==> config.mk <==
export PLATFORM = sky130hd
export DESIGN_NAME = ccdet_top
export DESIGN_NICKNAME = d
export VERILOG_FILES = /design/src/verilog/ccdet_pkg.sv /design/src/verilog/ccdet_edge_gen.sv /design/src/verilog/ccdet_top.sv
export VERILOG_INCLUDE_DIRS = /design/src /design/src/verilog
export SDC_FILE = /design/constraint.sdc
export NUM_CORES = 1
export LEC_CHECK = 0
export BUFFER_PORTS_ARGS = -buffer_cell sky130_fd_sc_hd__buf_4
export CAP_MARGIN = 20
export CORE_ASPECT_RATIO = 0.6
export CORE_MARGIN = 2
export CORE_UTILIZATION = 55
export DETAILED_ROUTE_END_ITERATION = 8
export PLACE_DENSITY = 0.79
export RECOVER_POWER = 50
export SETUP_SLACK_MARGIN = 0.02
export SYNTH_ARGS = -nofsm -noshare
export SYNTH_HDL_FRONTEND = slang
export SYNTH_SLANG_ARGS = --single-unit
==> constraint.sdc <==
create_clock -name ref_clk -period 3.6 [get_ports ref_clk]
set_input_delay 0 -clock ref_clk [delete_from_list [all_inputs] [get_ports ref_clk]]
set_output_delay 0 -clock ref_clk [all_outputs]
set_load 0.02 [all_outputs]
==> src/verilog/ccdet_consts.svh <==
// constants of the ccd edge timing and front-end control block
// assumes inclusion by bare name from the package and the top module
`ifndef CCDET_CONSTS_SVH
`define CCDET_CONSTS_SVH

// register offsets
`define CCDET_ADDR_OPER      8'h00
`define CCDET_ADDR_OUTC      8'h04
`define CCDET_ADDR_HEDGE     8'h60
`define CCDET_ADDR_RGEDGE    8'h61
`define CCDET_ADDR_DRV       8'h62
`define CCDET_ADDR_SAMP      8'h63
`define CCDET_ADDR_DPHASE    8'h64

// reset values
`define CCDET_RST_OPER       12'h004
`define CCDET_RST_OUTC       6'h04
`define CCDET_RST_HEDGE      13'h1001
`define CCDET_RST_RGEDGE     13'h0801
`define CCDET_RST_DRV        15'h0000
`define CCDET_RST_SAMP       12'h024
`define CCDET_RST_DPHASE     6'h00

// field widths and positions
`define CCDET_OPER_W         12
`define CCDET_OUTC_W         6
`define CCDET_EDGE_REG_W     13
`define CCDET_DRV_W          15
`define CCDET_SAMP_W         12
`define CCDET_DPHASE_W       6
`define CCDET_OUTC_TRI_BIT   3

// timing core
`define CCDET_PHASES         48
`define CCDET_QUAD_SPAN      12
`define CCDET_LAST_PHASE     6'h2F
`define CCDET_OFFSET_LIMIT   4'hC

`endif

==> src/verilog/ccdet_pkg.sv <==
// types and helper functions of the ccd edge timing block
// assumes ccdet_consts.svh is on the include path
`include "ccdet_consts.svh"

package ccdet_pkg;

    typedef logic [5:0] ccdet_edge_t;

    typedef struct packed {
        ccdet_edge_t fall;
        ccdet_edge_t rise;
        logic        pol;
    } ccdet_clk_edges_t;

    typedef struct packed {
        logic [2:0] rg;
        logic [2:0] h4;
        logic [2:0] h3;
        logic [2:0] h2;
        logic [2:0] h1;
    } ccdet_drive_t;

    typedef struct packed {
        ccdet_edge_t level_pos;
        ccdet_edge_t ref_pos;
    } ccdet_samp_t;

    typedef struct packed {
        logic [1:0] gain;
        logic       test_hi;
        logic       dc_bypass;
        logic [1:0] test_lo;
        logic       blank_lvl;
        logic       quick;
        logic       fast;
        logic       clamp_on;
        logic [1:0] pwr;
    } ccdet_oper_t;

    typedef struct packed {
        logic       gray;
        logic       latch_transp;
        logic       tristate;
        logic [2:0] steer_cfg;
    } ccdet_outc_t;

    typedef enum logic [2:0] {
        CCDET_PWR_NORMAL  = 3'b001,
        CCDET_PWR_STANDBY = 3'b010,
        CCDET_PWR_DOWN    = 3'b100
    } ccdet_pwr_t;

    typedef enum logic [2:0] {
        CCDET_GAIN_0DB  = 3'b001,
        CCDET_GAIN_M2DB = 3'b010,
        CCDET_GAIN_M4DB = 3'b100
    } ccdet_gain_t;

    // {valid, position}: quadrant*12 + offset, offsets above 11 invalid
    function automatic logic [6:0] ccdet_edge_pos(input ccdet_edge_t f);
        logic [5:0] pos;
        logic       ok;
        pos = 6'({f[5:4], 3'b000}) + 6'({f[5:4], 2'b00}) + 6'({2'b00, f[3:0]});
        ok  = (f[3:0] < `CCDET_OFFSET_LIMIT);
        return {ok, pos};
    endfunction

    function automatic logic [9:0] ccdet_gray(input logic [9:0] b);
        return b ^ (b >> 1);
    endfunction

endpackage

==> src/verilog/ccdet_edge_gen.sv <==
// one programmable pixel-rate clock built from rise and fall positions
// assumes phase steps 0..47 once per ref_clk cycle
`timescale 1ns/100ps

module ccdet_edge_gen (
    input  wire logic                       ref_clk,
    input  wire logic                       resetn,
    input  wire ccdet_pkg::ccdet_edge_t     phase,
    input  wire ccdet_pkg::ccdet_clk_edges_t edges,
    output logic                            clk_out
);
    import ccdet_pkg::*;

    logic [6:0] rise_dec;
    logic [6:0] fall_dec;
    logic       rise_hit;
    logic       fall_hit;
    logic       level_r;
    logic       level_nxt;

    assign rise_dec  = ccdet_edge_pos(edges.rise);
    assign fall_dec  = ccdet_edge_pos(edges.fall);
    // an invalid offset never matches, so that edge simply does not occur
    assign rise_hit  = rise_dec[6] && (phase == rise_dec[5:0]);
    assign fall_hit  = fall_dec[6] && (phase == fall_dec[5:0]);
    // rise wins when both sit on the same position
    assign level_nxt = rise_hit ? 1'b1 : (fall_hit ? 1'b0 : level_r);

    always_ff @(posedge ref_clk) begin
        if (!resetn) begin
            level_r <= 1'b0;
        end else begin
            level_r <= level_nxt;
        end
    end

    // polarity 1 passes the pulse, 0 inverts it
    assign clk_out = edges.pol ? level_r : ~level_r;
endmodule

==> src/verilog/ccdet_top.sv <==
// timing core and front-end control registers of the ccd processor
// assumes ref_clk is the 48x fine-step clock; master_clock_in is sampled on it
`timescale 1ns/100ps
`include "ccdet_consts.svh"

module ccdet_top (
    input  wire logic                   ref_clk,
    input  wire logic                   resetn,
    input  wire logic                   master_clock_in,
    input  wire logic                   reg_wr_en,
    input  wire logic                   reg_rd_en,
    input  wire logic [7:0]             reg_addr,
    input  wire logic [15:0]            reg_wdata,
    output logic      [15:0]            reg_rd_data,
    output logic                        reg_rd_valid,
    output ccdet_pkg::ccdet_edge_t      pixel_phase,
    output logic                        horiz_clock_1,
    output logic                        horiz_clock_2,
    output logic                        horiz_clock_3,
    output logic                        horiz_clock_4,
    output logic                        reset_gate_clock,
    output logic                        horiz_clock_1_oe,
    output logic                        horiz_clock_2_oe,
    output logic                        horiz_clock_3_oe,
    output logic                        horiz_clock_4_oe,
    output logic                        reset_gate_oe,
    output ccdet_pkg::ccdet_drive_t     drive_strength,
    output logic                        reference_sample_strobe,
    output logic                        level_sample_strobe,
    input  wire logic                   pixel_blank_pulse_n,
    input  wire logic [9:0]             adc_code,
    input  wire logic [9:0]             clamp_level,
    input  wire logic                   gain_update,
    output logic      [9:0]             data_out,
    output logic                        data_out_oe,
    output ccdet_pkg::ccdet_pwr_t       power_state,
    output logic                        black_clamp_on,
    output logic                        black_clamp_fast,
    output logic                        quick_clamp_pulse,
    output logic                        dc_restore_bypass,
    output ccdet_pkg::ccdet_gain_t      sampler_gain
);
    import ccdet_pkg::*;

    // register file
    ccdet_oper_t      oper_r;
    ccdet_outc_t      outc_r;
    ccdet_clk_edges_t hedge_r;
    ccdet_clk_edges_t rgedge_r;
    ccdet_drive_t     drv_r;
    ccdet_samp_t      samp_r;
    ccdet_edge_t      dphase_r;

    logic        hit_oper;
    logic        hit_outc;
    logic        hit_hedge;
    logic        hit_rgedge;
    logic        hit_drv;
    logic        hit_samp;
    logic        hit_dphase;
    logic [15:0] rd_mux;
    logic [15:0] rd_data_r;
    logic        rd_valid_r;

    // timing core
    logic        mclk_d_r;
    logic        mclk_rise;
    ccdet_edge_t phase_r;
    ccdet_edge_t phase_nxt;

    logic        h1_lvl;
    logic        h3_lvl;
    logic        rg_lvl;

    logic [6:0]  ref_dec;
    logic [6:0]  lvl_dec;
    logic [6:0]  dph_dec;
    logic        ref_hit;
    logic        lvl_hit;
    logic        launch;
    logic        ref_strobe_r;
    logic        lvl_strobe_r;

    // data path
    logic        blanking;
    logic [9:0]  sel_code;
    logic [9:0]  out_code;
    logic        data_load;
    logic [9:0]  data_out_r;
    logic        quick_r;

    assign hit_oper   = (reg_addr == `CCDET_ADDR_OPER);
    assign hit_outc   = (reg_addr == `CCDET_ADDR_OUTC);
    assign hit_hedge  = (reg_addr == `CCDET_ADDR_HEDGE);
    assign hit_rgedge = (reg_addr == `CCDET_ADDR_RGEDGE);
    assign hit_drv    = (reg_addr == `CCDET_ADDR_DRV);
    assign hit_samp   = (reg_addr == `CCDET_ADDR_SAMP);
    assign hit_dphase = (reg_addr == `CCDET_ADDR_DPHASE);

    // test bits are stored as written; keeping them zero is software's job
    always_ff @(posedge ref_clk) begin
        if (!resetn) begin
            oper_r   <= `CCDET_RST_OPER;
            outc_r   <= `CCDET_RST_OUTC;
            hedge_r  <= `CCDET_RST_HEDGE;
            rgedge_r <= `CCDET_RST_RGEDGE;
            drv_r    <= `CCDET_RST_DRV;
            samp_r   <= `CCDET_RST_SAMP;
            dphase_r <= `CCDET_RST_DPHASE;
        end else if (reg_wr_en) begin
            if (hit_oper) begin
                oper_r <= reg_wdata[`CCDET_OPER_W-1:0];
            end else if (hit_outc) begin
                outc_r <= reg_wdata[`CCDET_OUTC_W-1:0];
            end else if (hit_hedge) begin
                hedge_r <= reg_wdata[`CCDET_EDGE_REG_W-1:0];
            end else if (hit_rgedge) begin
                rgedge_r <= reg_wdata[`CCDET_EDGE_REG_W-1:0];
            end else if (hit_drv) begin
                drv_r <= reg_wdata[`CCDET_DRV_W-1:0];
            end else if (hit_samp) begin
                samp_r <= reg_wdata[`CCDET_SAMP_W-1:0];
            end else if (hit_dphase) begin
                dphase_r <= reg_wdata[`CCDET_DPHASE_W-1:0];
            end
        end
    end

    // unmapped addresses read as zero
    always_comb begin
        rd_mux = 16'h0000;
        if (hit_oper) begin
            rd_mux = 16'(oper_r);
        end else if (hit_outc) begin
            rd_mux = 16'(outc_r);
        end else if (hit_hedge) begin
            rd_mux = 16'(hedge_r);
        end else if (hit_rgedge) begin
            rd_mux = 16'(rgedge_r);
        end else if (hit_drv) begin
            rd_mux = 16'(drv_r);
        end else if (hit_samp) begin
            rd_mux = 16'(samp_r);
        end else if (hit_dphase) begin
            rd_mux = 16'(dphase_r);
        end
    end

    always_ff @(posedge ref_clk) begin
        if (!resetn) begin
            rd_data_r  <= 16'h0000;
            rd_valid_r <= 1'b0;
        end else begin
            rd_valid_r <= reg_rd_en;
            if (reg_rd_en) begin
                rd_data_r <= rd_mux;
            end
        end
    end

    assign reg_rd_data  = rd_data_r;
    assign reg_rd_valid = rd_valid_r;

    // each rising master clock restarts the 48-step count, so a pixel
    // clock slower than 48 ref cycles wraps from the last step back to zero
    assign mclk_rise = master_clock_in && !mclk_d_r;
    assign phase_nxt = mclk_rise ? 6'h00 :
                       (phase_r == `CCDET_LAST_PHASE) ? 6'h00 : 6'(phase_r + 6'h01);

    always_ff @(posedge ref_clk) begin
        if (!resetn) begin
            mclk_d_r <= 1'b0;
            phase_r  <= 6'h00;
        end else begin
            mclk_d_r <= master_clock_in;
            phase_r  <= phase_nxt;
        end
    end

    assign pixel_phase = phase_r;

    ccdet_edge_gen u_h1_gen (
        .ref_clk (ref_clk),
        .resetn  (resetn),
        .phase   (phase_r),
        .edges   (hedge_r),
        .clk_out (h1_lvl)
    );

    ccdet_edge_gen u_rg_gen (
        .ref_clk (ref_clk),
        .resetn  (resetn),
        .phase   (phase_r),
        .edges   (rgedge_r),
        .clk_out (rg_lvl)
    );

    // h3 shares the horizontal edge register with h1
    assign h3_lvl           = h1_lvl;
    assign horiz_clock_1    = h1_lvl;
    assign horiz_clock_3    = h3_lvl;
    assign horiz_clock_2    = ~h1_lvl;
    assign horiz_clock_4    = ~h3_lvl;
    assign reset_gate_clock = rg_lvl;

    assign horiz_clock_1_oe = |drv_r.h1;
    assign horiz_clock_2_oe = |drv_r.h2;
    assign horiz_clock_3_oe = |drv_r.h3;
    assign horiz_clock_4_oe = |drv_r.h4;
    assign reset_gate_oe    = |drv_r.rg;
    assign drive_strength   = drv_r;

    assign ref_dec = ccdet_edge_pos(samp_r.ref_pos);
    assign lvl_dec = ccdet_edge_pos(samp_r.level_pos);
    assign dph_dec = ccdet_edge_pos(dphase_r);
    assign ref_hit = ref_dec[6] && (phase_r == ref_dec[5:0]);
    assign lvl_hit = lvl_dec[6] && (phase_r == lvl_dec[5:0]);
    assign launch  = dph_dec[6] && (phase_r == dph_dec[5:0]);

    always_ff @(posedge ref_clk) begin
        if (!resetn) begin
            ref_strobe_r <= 1'b0;
            lvl_strobe_r <= 1'b0;
        end else begin
            ref_strobe_r <= ref_hit;
            lvl_strobe_r <= lvl_hit;
        end
    end

    assign reference_sample_strobe = ref_strobe_r;
    assign level_sample_strobe     = lvl_strobe_r;

    // output code: blanking substitution, then optional gray coding
    assign blanking  = !pixel_blank_pulse_n;
    assign sel_code  = !blanking ? adc_code :
                       (oper_r.blank_lvl ? clamp_level : 10'h000);
    assign out_code  = outc_r.gray ? ccdet_gray(sel_code) : sel_code;
    // transparent mode follows the input every step, costing phase control
    assign data_load = outc_r.latch_transp || launch;

    always_ff @(posedge ref_clk) begin
        if (!resetn) begin
            data_out_r <= 10'h000;
            quick_r    <= 1'b0;
        end else begin
            quick_r <= gain_update && oper_r.quick;
            if (data_load) begin
                data_out_r <= out_code;
            end
        end
    end

    assign data_out          = data_out_r;
    assign data_out_oe       = !outc_r.tristate;
    assign quick_clamp_pulse = quick_r;

    assign power_state = (oper_r.pwr == 2'b00) ? CCDET_PWR_NORMAL :
                         (oper_r.pwr == 2'b01) ? CCDET_PWR_STANDBY : CCDET_PWR_DOWN;
    assign black_clamp_on    = oper_r.clamp_on;
    assign black_clamp_fast  = oper_r.fast;
    assign dc_restore_bypass = oper_r.dc_bypass && blanking;
    assign sampler_gain = (oper_r.gain == 2'b01) ? CCDET_GAIN_M2DB :
                          (oper_r.gain == 2'b10) ? CCDET_GAIN_M4DB : CCDET_GAIN_0DB;
endmodule

==> results of run 1 <==
-- Yosys cell counts (5+ instances only) --
cell and instances:
nand2b_1 5, and4b_1 9, nor2b_1 8, o21ai_0 11
nor2_1 43, nand3_1 47, inv_1 45, or3_1 7
a211oi_1 10, fa_1 14, buf_2 17, ha_1 17
mux4_2 8, nand3b_1 11, o211a_1 9, mux2i_1 52
a21oi_1 51, and3_1 11, o21ai_1 20, nand2_1 65
dfxtp_1 115, a22oi_1 11, xnor2_1 23, nand4_1 13
clkbuf_1 36, xor2_1 25
-- worst register-to-register path, stage by stage, from the launching register on --
cell       delay [ps]
dfxtp_1           410
inv_1             100
fa_1              520
inv_1              50
ha_1              210
fa_1              450
xor2_1            160
a2111oi_0         580
a41oi_1           220
buf_4             250
mux2i_1           140
-- worst max-delay path by stage --
stage | from | end | slack (ps) | cells past startpoint
global route | dphase_r[3]$_SDFFE_PN0P_ | data_out[4]$_SDFFE_PN0P_ | 220 | 10
finish | dphase_r[4]$_SDFFE_PN0P_ | data_out[5]$_SDFFE_PN0P_ | 400 | 10
CTS | dphase_r[3]$_SDFFE_PN0P_ | data_out[1]$_SDFFE_PN0P_ | 420 | 10
floorplan | dphase_r[3]$_SDFFE_PN0P_ | data_out[0]$_SDFFE_PN0P_ | 940 | 10
global placement | dphase_r[5]$_SDFFE_PN0P_ | data_out[9]$_SDFFE_PN0P_ | 780 | 10
detailed placement | dphase_r[4]$_SDFFE_PN0P_ | data_out[1]$_SDFFE_PN0P_ | 590 | 10
-- report_power, final --
part | internal, mW | switching (mW)
sequential | 1.29 | 0.0131
combinational | 0.111 | 0.183
clock | 1.08 | 0.612
total | 2.48 | 0.809
-- sequential cells by signal (all words and copies together) (netlist names), 6 cells and up --
register,flops
oper_r,10
drive_strength,15
hedge_r,13
outc_r,6
rgedge_r,13
reg_rd_data,15
samp_r,12
data_out,10
pixel_phase,6
dphase_r,6
-- metrics by stage --
stage	worst slack (ps)	area, um^2	hold slack [ps]
2_1_floorplan	942	6510	122
3_3_place_gp	783	7390	216
3_5_place_dp	588	7390	222
4_1_cts	418	8180	5.42
5_1_grt	221	7930	45.4
6_report	399	7930	11.5
-- per-layer routing --
layer | vias to the layer above | share of wire [%]
li1 | 2817 | -
met1 | 3005 | 43
met2 | 321 | 46
met3 | 50 | 8.2
met4 | 0 | 2.6
met5 | - | 0
-- layout make-up --
class / instances / area, um^2 / share of cell area, %
Multi-Input combinational cell: 521 / 3770 / 47.5
Sequential cell: 115 / 2300 / 29.0
Timing Repair Buffer: 147 / 898 / 11.3
Clock buffer: 18 / 429 / 5.41
Tap cell: 160 / 200 / 2.52
Inverter: 45 / 169 / 2.13
Clock inverter: 14 / 164 / 2.07
-- cell families (layout without fill, tap and decap cells) --
group / count (synthesis) / after routing / share of synthesized area [%]
xor gates and xnor gates: 48 / 48 / 6.45
DFF: 115 / 115 / 35.3
other: 1 / 1 / 0.0576
AOI/OAI and AO/OA: 142 / 142 / 13.8
adders and majority gates: 31 / 31 / 7.57
and+or+nand+nor: 237 / 237 / 19.0
buffers and inverters: 104 / 224 / 6.61
muxes: 62 / 62 / 11.1
==> results.md, run 1 <==
* Status: complete, but fails checks
* Failing checks: capacitance limit, slew limit
* Clk Latency, worst-skew pair at 420 ps
* Die Span X at 144 um
* Async S/R FF share, synth at 0%
* Worst path slowest cell: a2111oi_0
* Global routing met2 resource utilization at 52.6%
* Final Skew at 8.12 ps
* Worst R2R Start: dphase_r[4]$_SDFFE_PN0P_
* Crit-path cells: inv_1 > fa_1 > inv_1 > ha_1 > fa_1 > xor2_1 > a2111oi_0 > a41oi_1 > buf_4 > mux2i_1
* Worst Path Buf+Inv at 3
* Post_cts resized at 0
* Setup tns final at 0 ps
* Max-cap violation count at 3
* CP delay by family, top: adder cells
* Max frequency at 312 MHz
* Pwr Total at 3.29 mW
* Largest stage delay, worst path at 580 ps
* Root buf cell: clkbuf_16
* DR pass1 iterations at 6
* Seq/Total Area, Yosys at 35.3%
* Fin util at 69.5%
* Ports at 122
* # diodes at 0
* Rel. slew slack at -41.2%
* H-tree Lvls at 4
* Worst Path Arrival at 3500 ps
* Core ar. at 0.0114 mm^2
* Flop2flop setup slack at 400 ps
* Via density per instance at 6.07
* RSZ-0062 raised after global routing: false
* Slew Limit Fails at 86
* Yosys top cell area share at 35.3%
* Placed cell count at 966
* # hold bufs at CTS at 20
* Final setup violating endpoints at 0
* Routing usage on met3 at 6.76%
* Met1 usage at 42.8%
* Starting Density at 57.1%
* Worst hold stages at 5
* Total CTS buffers at 17
* Post-synth EDFFs at 0
* Vias post-DR at 6193
* Leading area contributor after synthesis: dfxtp_1
* Synthesis-stage register bit count at 115
* Chip height at 88.3 um
* CP Class: reg -> reg
* Clock transition at path regs at 60 ps
* Antenna violations before repair at 0
* Commonest cells after routing, fill and taps aside: 115 x dfxtp_1, 72 x clkbuf_1, 65 x nand2_1
* Worst setup EP type: register
* Global-route wire length before repair at 31100 um
* Worst-margin pin slew at 2100 ps
* Cells after Synth at 740
* Crit share post-route at 88.9%
* DPL Wire Length at 13900 um
* CTS sink count at 115
* Critical path launch point type: register
* Final #Nets at 929
* Hold Startpoint: adc_code[9]
* Reg2reg end: data_out[5]$_SDFFE_PN0P_
* WL final at 20400 um
* Filler instances at 964
* Drt initial violations at 682
* Vias in the first global route at 5993
* CTS max path bufs at 2
* Post-Syn Area at 0.00651 mm^2
* Tmin final at 3200 ps
* Gpl congestion at 0.921
* Total power per unit cell area at 415 mW/mm^2
* Static Leak at 3.46 nW
* Total gr overflow at 0
* Worst min-delay path class: in -> reg
* CP Max Fanout at 10
* Layout Cells excl Fill at 1020
* Die area at 0.0128 mm^2
* Pin count of the biggest net entering global routing at 52
* Final Hold Viols at 0
* VDD IR max at 0.332 mV
* Synth cell types at 58
* Overall Global Routing Usage at 32.3%
* Required @ worst endpoint at 3900 ps
* Top FF cell, synth: dfxtp_1
* Share of layout cells above drive strength 1 at 11.6%
* Final ANT Viol Nets at 0
* I/O Buffers at 119
* Hold EP: data_out[9]$_SDFFE_PN0P_
* Post-CTS Setup Inserts at 0
* Wirelength per Cell at 20.0 um
* Worst reg-to-reg path cell count at 10
* CTS tree: done
* Area Overhead vs Synth at 21.8%
* Area contributors post-synth: dfxtp_1 35%, mux2i_1 8.0%, fa_1 4.3%
* Leading cell type in the layout, fill and taps excluded: dfxtp_1
* GR peak layer: met2
* FP Rows at 30
* Drt drc at 0
* Syn nets at 822
* Warnings from Yosys at 0
* Syn_area_per_cell at 8.80 um^2
No activity file was read; power rests on OpenSTA's default activity.
==> run 2: changes to the inputs <==
- REMOVE_ABC_BUFFERS: not set -> 1
==> results.md, run 2 (same netlist as run 1, synthesis figures left out) <==
* Status: complete, but fails checks
* Failing checks: capacitance limit, slew limit
* Worst hold slack at 89.8 ps
* VDD IR max at 0.328 mV
* Core ar. at 0.0114 mm^2
* Flop2flop setup slack at 630 ps
* Drt drc at 0
* Worst reg-to-reg path cell count at 10
* Overall Global Routing Usage at 31.0%
* Setup tns final at 0 ps
* Total CTS buffers at 17
* Final Hold Viols at 0
* CTS sink count at 115
* Required @ worst endpoint at 3890 ps
* Antenna violations before repair at 0
* Hold Startpoint: adc_code[3]
* Root buf cell: clkbuf_16
* Wirelength per Cell at 19.1 um
* Max frequency at 336 MHz
* Clock transition at path regs at 50 ps
* Commonest cells after routing, fill and taps aside: 115 x dfxtp_1, 74 x clkbuf_1, 65 x nand2_1
* Worst setup EP type: register
* Worst hold stages at 5
* Worst-margin pin slew at 1750 ps
* Clk Latency, worst-skew pair at 410 ps
* Drt initial violations at 567
* CP Class: reg -> reg
* Static Leak at 3.46 nW
* Post-CTS Setup Inserts at 0
* DR pass1 iterations at 8
* Worst Path Arrival at 3270 ps
* DPL Wire Length at 13300 um
* CP Max Fanout at 10
* Final setup violating endpoints at 0
* # diodes at 0
* Leading cell type in the layout, fill and taps excluded: dfxtp_1
* RSZ-0062 raised after global routing: false
* FP Rows at 30
* Worst R2R Start: dphase_r[3]$_SDFFE_PN0P_
* Pwr Total at 3.23 mW
* Die area at 0.0128 mm^2
* Final Skew at 5.71 ps
* Ports at 122
* H-tree Lvls at 4
* Vias post-DR at 6204
* Max-cap violation count at 1
* Gpl congestion at 0.951
* Slew Limit Fails at 54
* Global-route wire length before repair at 30200 um
* Final #Nets at 933
* Die Span X at 144 um
* Area Overhead vs Synth at 22.0%
* Chip height at 88.3 um
* Share of layout cells above drive strength 1 at 11.5%
* Rel. slew slack at -16.9%
* Via density per instance at 6.06
* Pin count of the biggest net entering global routing at 54
* Total gr overflow at 0
* Crit. Startpoint: dphase_r[3]$_SDFFE_PN0P_
* Total power per unit cell area at 406 mW/mm^2
* CTS max path bufs at 2
* WL final at 19600 um
* I/O Buffers at 119
* Tmin final at 2970 ps
* Vias in the first global route at 5844
* Starting Density at 57.1%
* Critical path launch point type: register
* Reg2reg end: data_out[8]$_SDFFE_PN0P_
* CTS tree: done
* Hold EP: data_out[3]$_SDFFE_PN0P_
* Crit share post-route at 82.6%
* Final ANT Viol Nets at 0
* Worst min-delay path class: in -> reg
* Filler instances at 964
[run 2: cell types whose count changed in the layout (fill, tap and decap cells not counted), sizes merged]
cell / before / now
clkbuf: 89 / 96
bufinv: 3 / 2
clkinv: 8 / 6
clkinvlp: 3 / 2
dlygate4sd3: 20 / 23
buf: 56 / 53
[run 2: how the worst max path moves through the flow]
stage,to,slack [ps],cells after the start
6_report,data_out[8]$_SDFFE_PN0P_,630,10
3_3_place_gp,data_out[8]$_SDFFE_PN0P_,760,10
5_1_grt,data_out[5]$_SDFFE_PN0P_,530,10
4_1_cts,data_out[8]$_SDFFE_PN0P_,650,10
3_5_place_dp,data_out[8]$_SDFFE_PN0P_,680,10
2_1_floorplan,data_out[0]$_SDFFE_PN0P_,570,9
[run 2: stage by stage]
stage	utilization, %	setup slack [ps]	instance area [um^2]	instances
CTS	71.8	648	8200	1021
global route	69.6	535	7950	1023
global placement	64.8	756	7400	967
floorplan	-	574	6250	681
detailed placement	64.8	680	7400	967
finish	69.6	626	7950	1023
[run 2: repair_timing]
item	in CTS	in global routing
hold buffers	23	0
resized for setup	0	0
hold endpoints to repair	86	0
[run 2: worst max-delay path: stages, from the launching register on]
cell and delay (ps):
dfxtp_1 400, inv_1 100, fa_1 540, inv_1 40, ha_1 190, fa_1 450, xor2_1 150, a2111oi_0 400
a41oi_1 180, buf_4 230, mux2i_1 140
[run 2: final cells by class]
type                    instances  area [um^2]  share of cell area [%]
multi-input cells             521         3780                    47.6
flip-flops and latches        115         2300                    29.0
inverters                      45          169                    2.13
clock buffers                  21          460                    5.80
clock inverters                10          109                    1.37
repair buffers                151          923                    11.6
well taps                     160          200                    2.52
[run 2: routing by layer]
metal	track usage, %	share of wire (%)	up-vias
li1	-	-	2829
met1	41.9	43	3039
met2	49.8	47	303
met3	8.28	9.1	33
met4	8.74	1.6	0
met5	0	0	-
[run 2: power by group]
| part | leakage (nW) | internal [mW] | switching, mW | total (mW) |
|---|---|---|---|---|
| clock network | 0.278 | 1.04 | 0.588 | 1.63 |
| logic | 2.25 | 0.111 | 0.181 | 0.292 |
| registers | 0.931 | 1.29 | 0.0139 | 1.31 |
| total | 3.46 | 2.45 | 0.783 | 3.23 |
==> run 3: changes to the inputs <==
- ABC_AREA: not set -> 1
- clock period: 3.6 -> 3.1 ns (I/O delays scaled with it)
==> results.md, run 3 <==
* Root buf cell: clkbuf_16
* Met2 wire length at 7650 um
* Setup tns final at 0 ps
* Design Area, Final at 0.00784 mm^2
* Overall Global Routing Usage at 32.0%
* Tmin final at 2720 ps
* Total power per unit cell area at 498 mW/mm^2
* Global-route wire length before repair at 30600 um
* CTS max path bufs at 2
* Slew Limit Fails at 0
* Worst hold stages at 4
* Worst min-delay path class: in -> reg
* Reg area at 0.00230 mm^2
* Filler instances at 1029
* Final Hold Viols at 0
* Final Skew at 6.55 ps
* DPL Wire Length at 14100 um
* RSZ-0062 raised after global routing: false
* Die Span X at 144 um
* Largest stage delay, worst path at 540 ps
* Final setup violating endpoints at 0
* Multi-input gate area at 0.00340 mm^2
* Top-count cell post-synth: nand2_1
* Leading area contributor after synthesis: dfxtp_1
* CTS tree: done
* Clk Latency, worst-skew pair at 420 ps
* FP Rows at 30
* Worst setup EP type: register
* Chip height at 87.7 um
* Critical path launch point type: register
* Placed cell areas at 0.00733 mm^2
* Starting Density at 56.7%
* # hold bufs at CTS at 20
* Max-cap violation count at 0
* Cells after Synth at 907
* Max frequency at 368 MHz
* Die area at 0.0126 mm^2
* Post-synth EDFFs at 0
* Met3 Wirelength at 2450 um
* I/O Buffers at 119
* Post-Syn Area at 0.00643 mm^2
* Synth cell count leaders: 177 x nand2_1, 115 x dfxtp_1, 109 x inv_1
* Drt drc at 0
* Vias post-DR at 6560
* Status: complete, no violations
* Rel. slew slack at 17.7%
* Max Used Layer: met4
* Final #Nets at 1109
* Drt initial violations at 865
* Post-CTS Setup Inserts at 0
* Via density per instance at 5.48
* Crit-path cells: inv_1 > fa_1 > inv_1 > ha_1 > fa_1 > o21ai_0 > nor3_2 > a21oi_2 > nor2_1 > nor2_1
* Seq/Total Area, Yosys at 35.8%
* Commonest cells after routing, fill and taps aside: 179 x nand2_1, 115 x dfxtp_1, 111 x inv_1
* Area contributors post-synth: dfxtp_1 36%, nand2_1 10%, a21oi_1 6.4%
* Top FF cell, synth: dfxtp_1
* Fin util at 69.1%
* Hold Startpoint: reg_addr[5]
* Required @ worst endpoint at 3450 ps
* Synth cell types at 40
* Worst Path Arrival at 3070 ps
* Pin count of the biggest net entering global routing at 52
* Flop2flop setup slack at 380 ps
* Crit share post-route at 87.6%
* Ports at 122
* CP Class: reg -> reg
* Worst R2R Start: dphase_r[3]$_SDFFE_PN0P_
* Warnings from Yosys at 0
* Wirelength per Cell at 16.5 um
* Share of layout cells above drive strength 1 at 11.5%
* Worst path slowest cell: fa_1
* Clock transition at path regs at 50 ps
* Post_cts resized at 0
* VDD IR max at 0.417 mV
* WL final at 19800 um
* Async S/R FF share, synth at 0%
* Crit path depth at 10
* CP Max Fanout at 10
* Total gr overflow at 0
* Hold EP: outc_r[4]$_SDFFE_PN0P_
* CP delay by family, top: adder cells
* Syn_area_per_cell at 7.09 um^2
* H-tree Lvls at 4
* Worst-margin pin slew at 1230 ps
* Final ANT Viol Nets at 0
* Area Overhead vs Synth at 21.9%
* Synthesis-stage register bit count at 115
* Vias in the first global route at 5766
* Worst reg-to-reg path cell count at 10
* Core ar. at 0.0113 mm^2
* Total CTS buffers at 17
* Leading cell type in the layout, fill and taps excluded: nand2_1
* CTS sink count at 115
* Metal1 wirelength at 9450 um
* Gpl congestion at 0.941
* Antenna violations before repair at 0
* Reg2reg end: data_out[3]$_SDFFE_PN0P_
* Yosys top cell area share at 35.8%
* Worst Path Buf+Inv at 2
* # diodes at 0
* DR pass1 iterations at 6
* Static Leak at 3.61 nW
==> run 3: routing by layer <==
metal	vias to the layer above	track usage [%]
li1	3155	-
met4	0	8.11
met5	-	0
met2	364	42.9
met1	3011	50.4
met3	30	7.93
==> run 3: final cells by class <==
type | count | share of cell area [%]
Timing Repair Buffer | 143 | 11.4
Tap cell | 160 | 2.56
Clock buffer | 17 | 5.43
Multi-Input combinational cell | 632 | 43.4
Inverter | 118 | 5.70
Clock inverter | 13 | 2.14
Sequential cell | 115 | 29.4
==> run 3: kinds of logic after synthesis <==
kind of cell,share of synthesized area [%]
other,0.0584
buffers and inverters,10.4
XOR/XNOR,3.95
AO/OA/AOI/OAI,15.7
AND/OR/NAND/NOR,26.4
flip-flops,35.8
adder cells (fa/ha/maj),7.67
==> run 3: where the power goes <==
part           switching, mW  internal [mW]  total (mW)  leakage (nW)
logic                  0.227          0.138       0.365          2.38
clock network          0.690           1.32        2.01         0.297
registers             0.0225           1.51        1.53         0.932
==> run 3: through the flow <==
step / hold WS, ps / total power [mW] / std cells / setup WS (ps)
after floorplan: 79.8 / 1.73 / 865 / 713
after global placement: 191 / 1.91 / 1148 / 518
after detailed placement: 193 / 1.92 / 1148 / 432
after CTS: 38.9 / 3.92 / 1198 / 368
after global routing: 80.4 / 4.01 / 1198 / 225
final: 23.2 / 3.90 / 1198 / 383
==> run 3: worst reg2reg max path, delay by kind of cell, from the launching register on <==
family                     cells  cell delay (ps)
and+or+nand+nor                3              310
DFF                            1              410
buffers and inverters          2              140
adders and majority gates      3             1170
AOI/OAI and AO/OA              2              610
==> run 3: worst max path at each step <==
stage / from / to / slack (ps)
floorplan: dphase_r[3]$_SDFFE_PN0P_ / data_out[0]$_SDFFE_PN0P_ / 710
global placement: dphase_r[3]$_SDFFE_PN0P_ / data_out[4]$_SDFFE_PN0P_ / 520
detailed placement: dphase_r[3]$_SDFFE_PN0P_ / data_out[0]$_SDFFE_PN0P_ / 430
CTS: dphase_r[3]$_SDFFE_PN0P_ / data_out[3]$_SDFFE_PN0P_ / 370
global route: dphase_r[3]$_SDFFE_PN0P_ / data_out[4]$_SDFFE_PN0P_ / 230
finish: dphase_r[3]$_SDFFE_PN0P_ / data_out[3]$_SDFFE_PN0P_ / 380
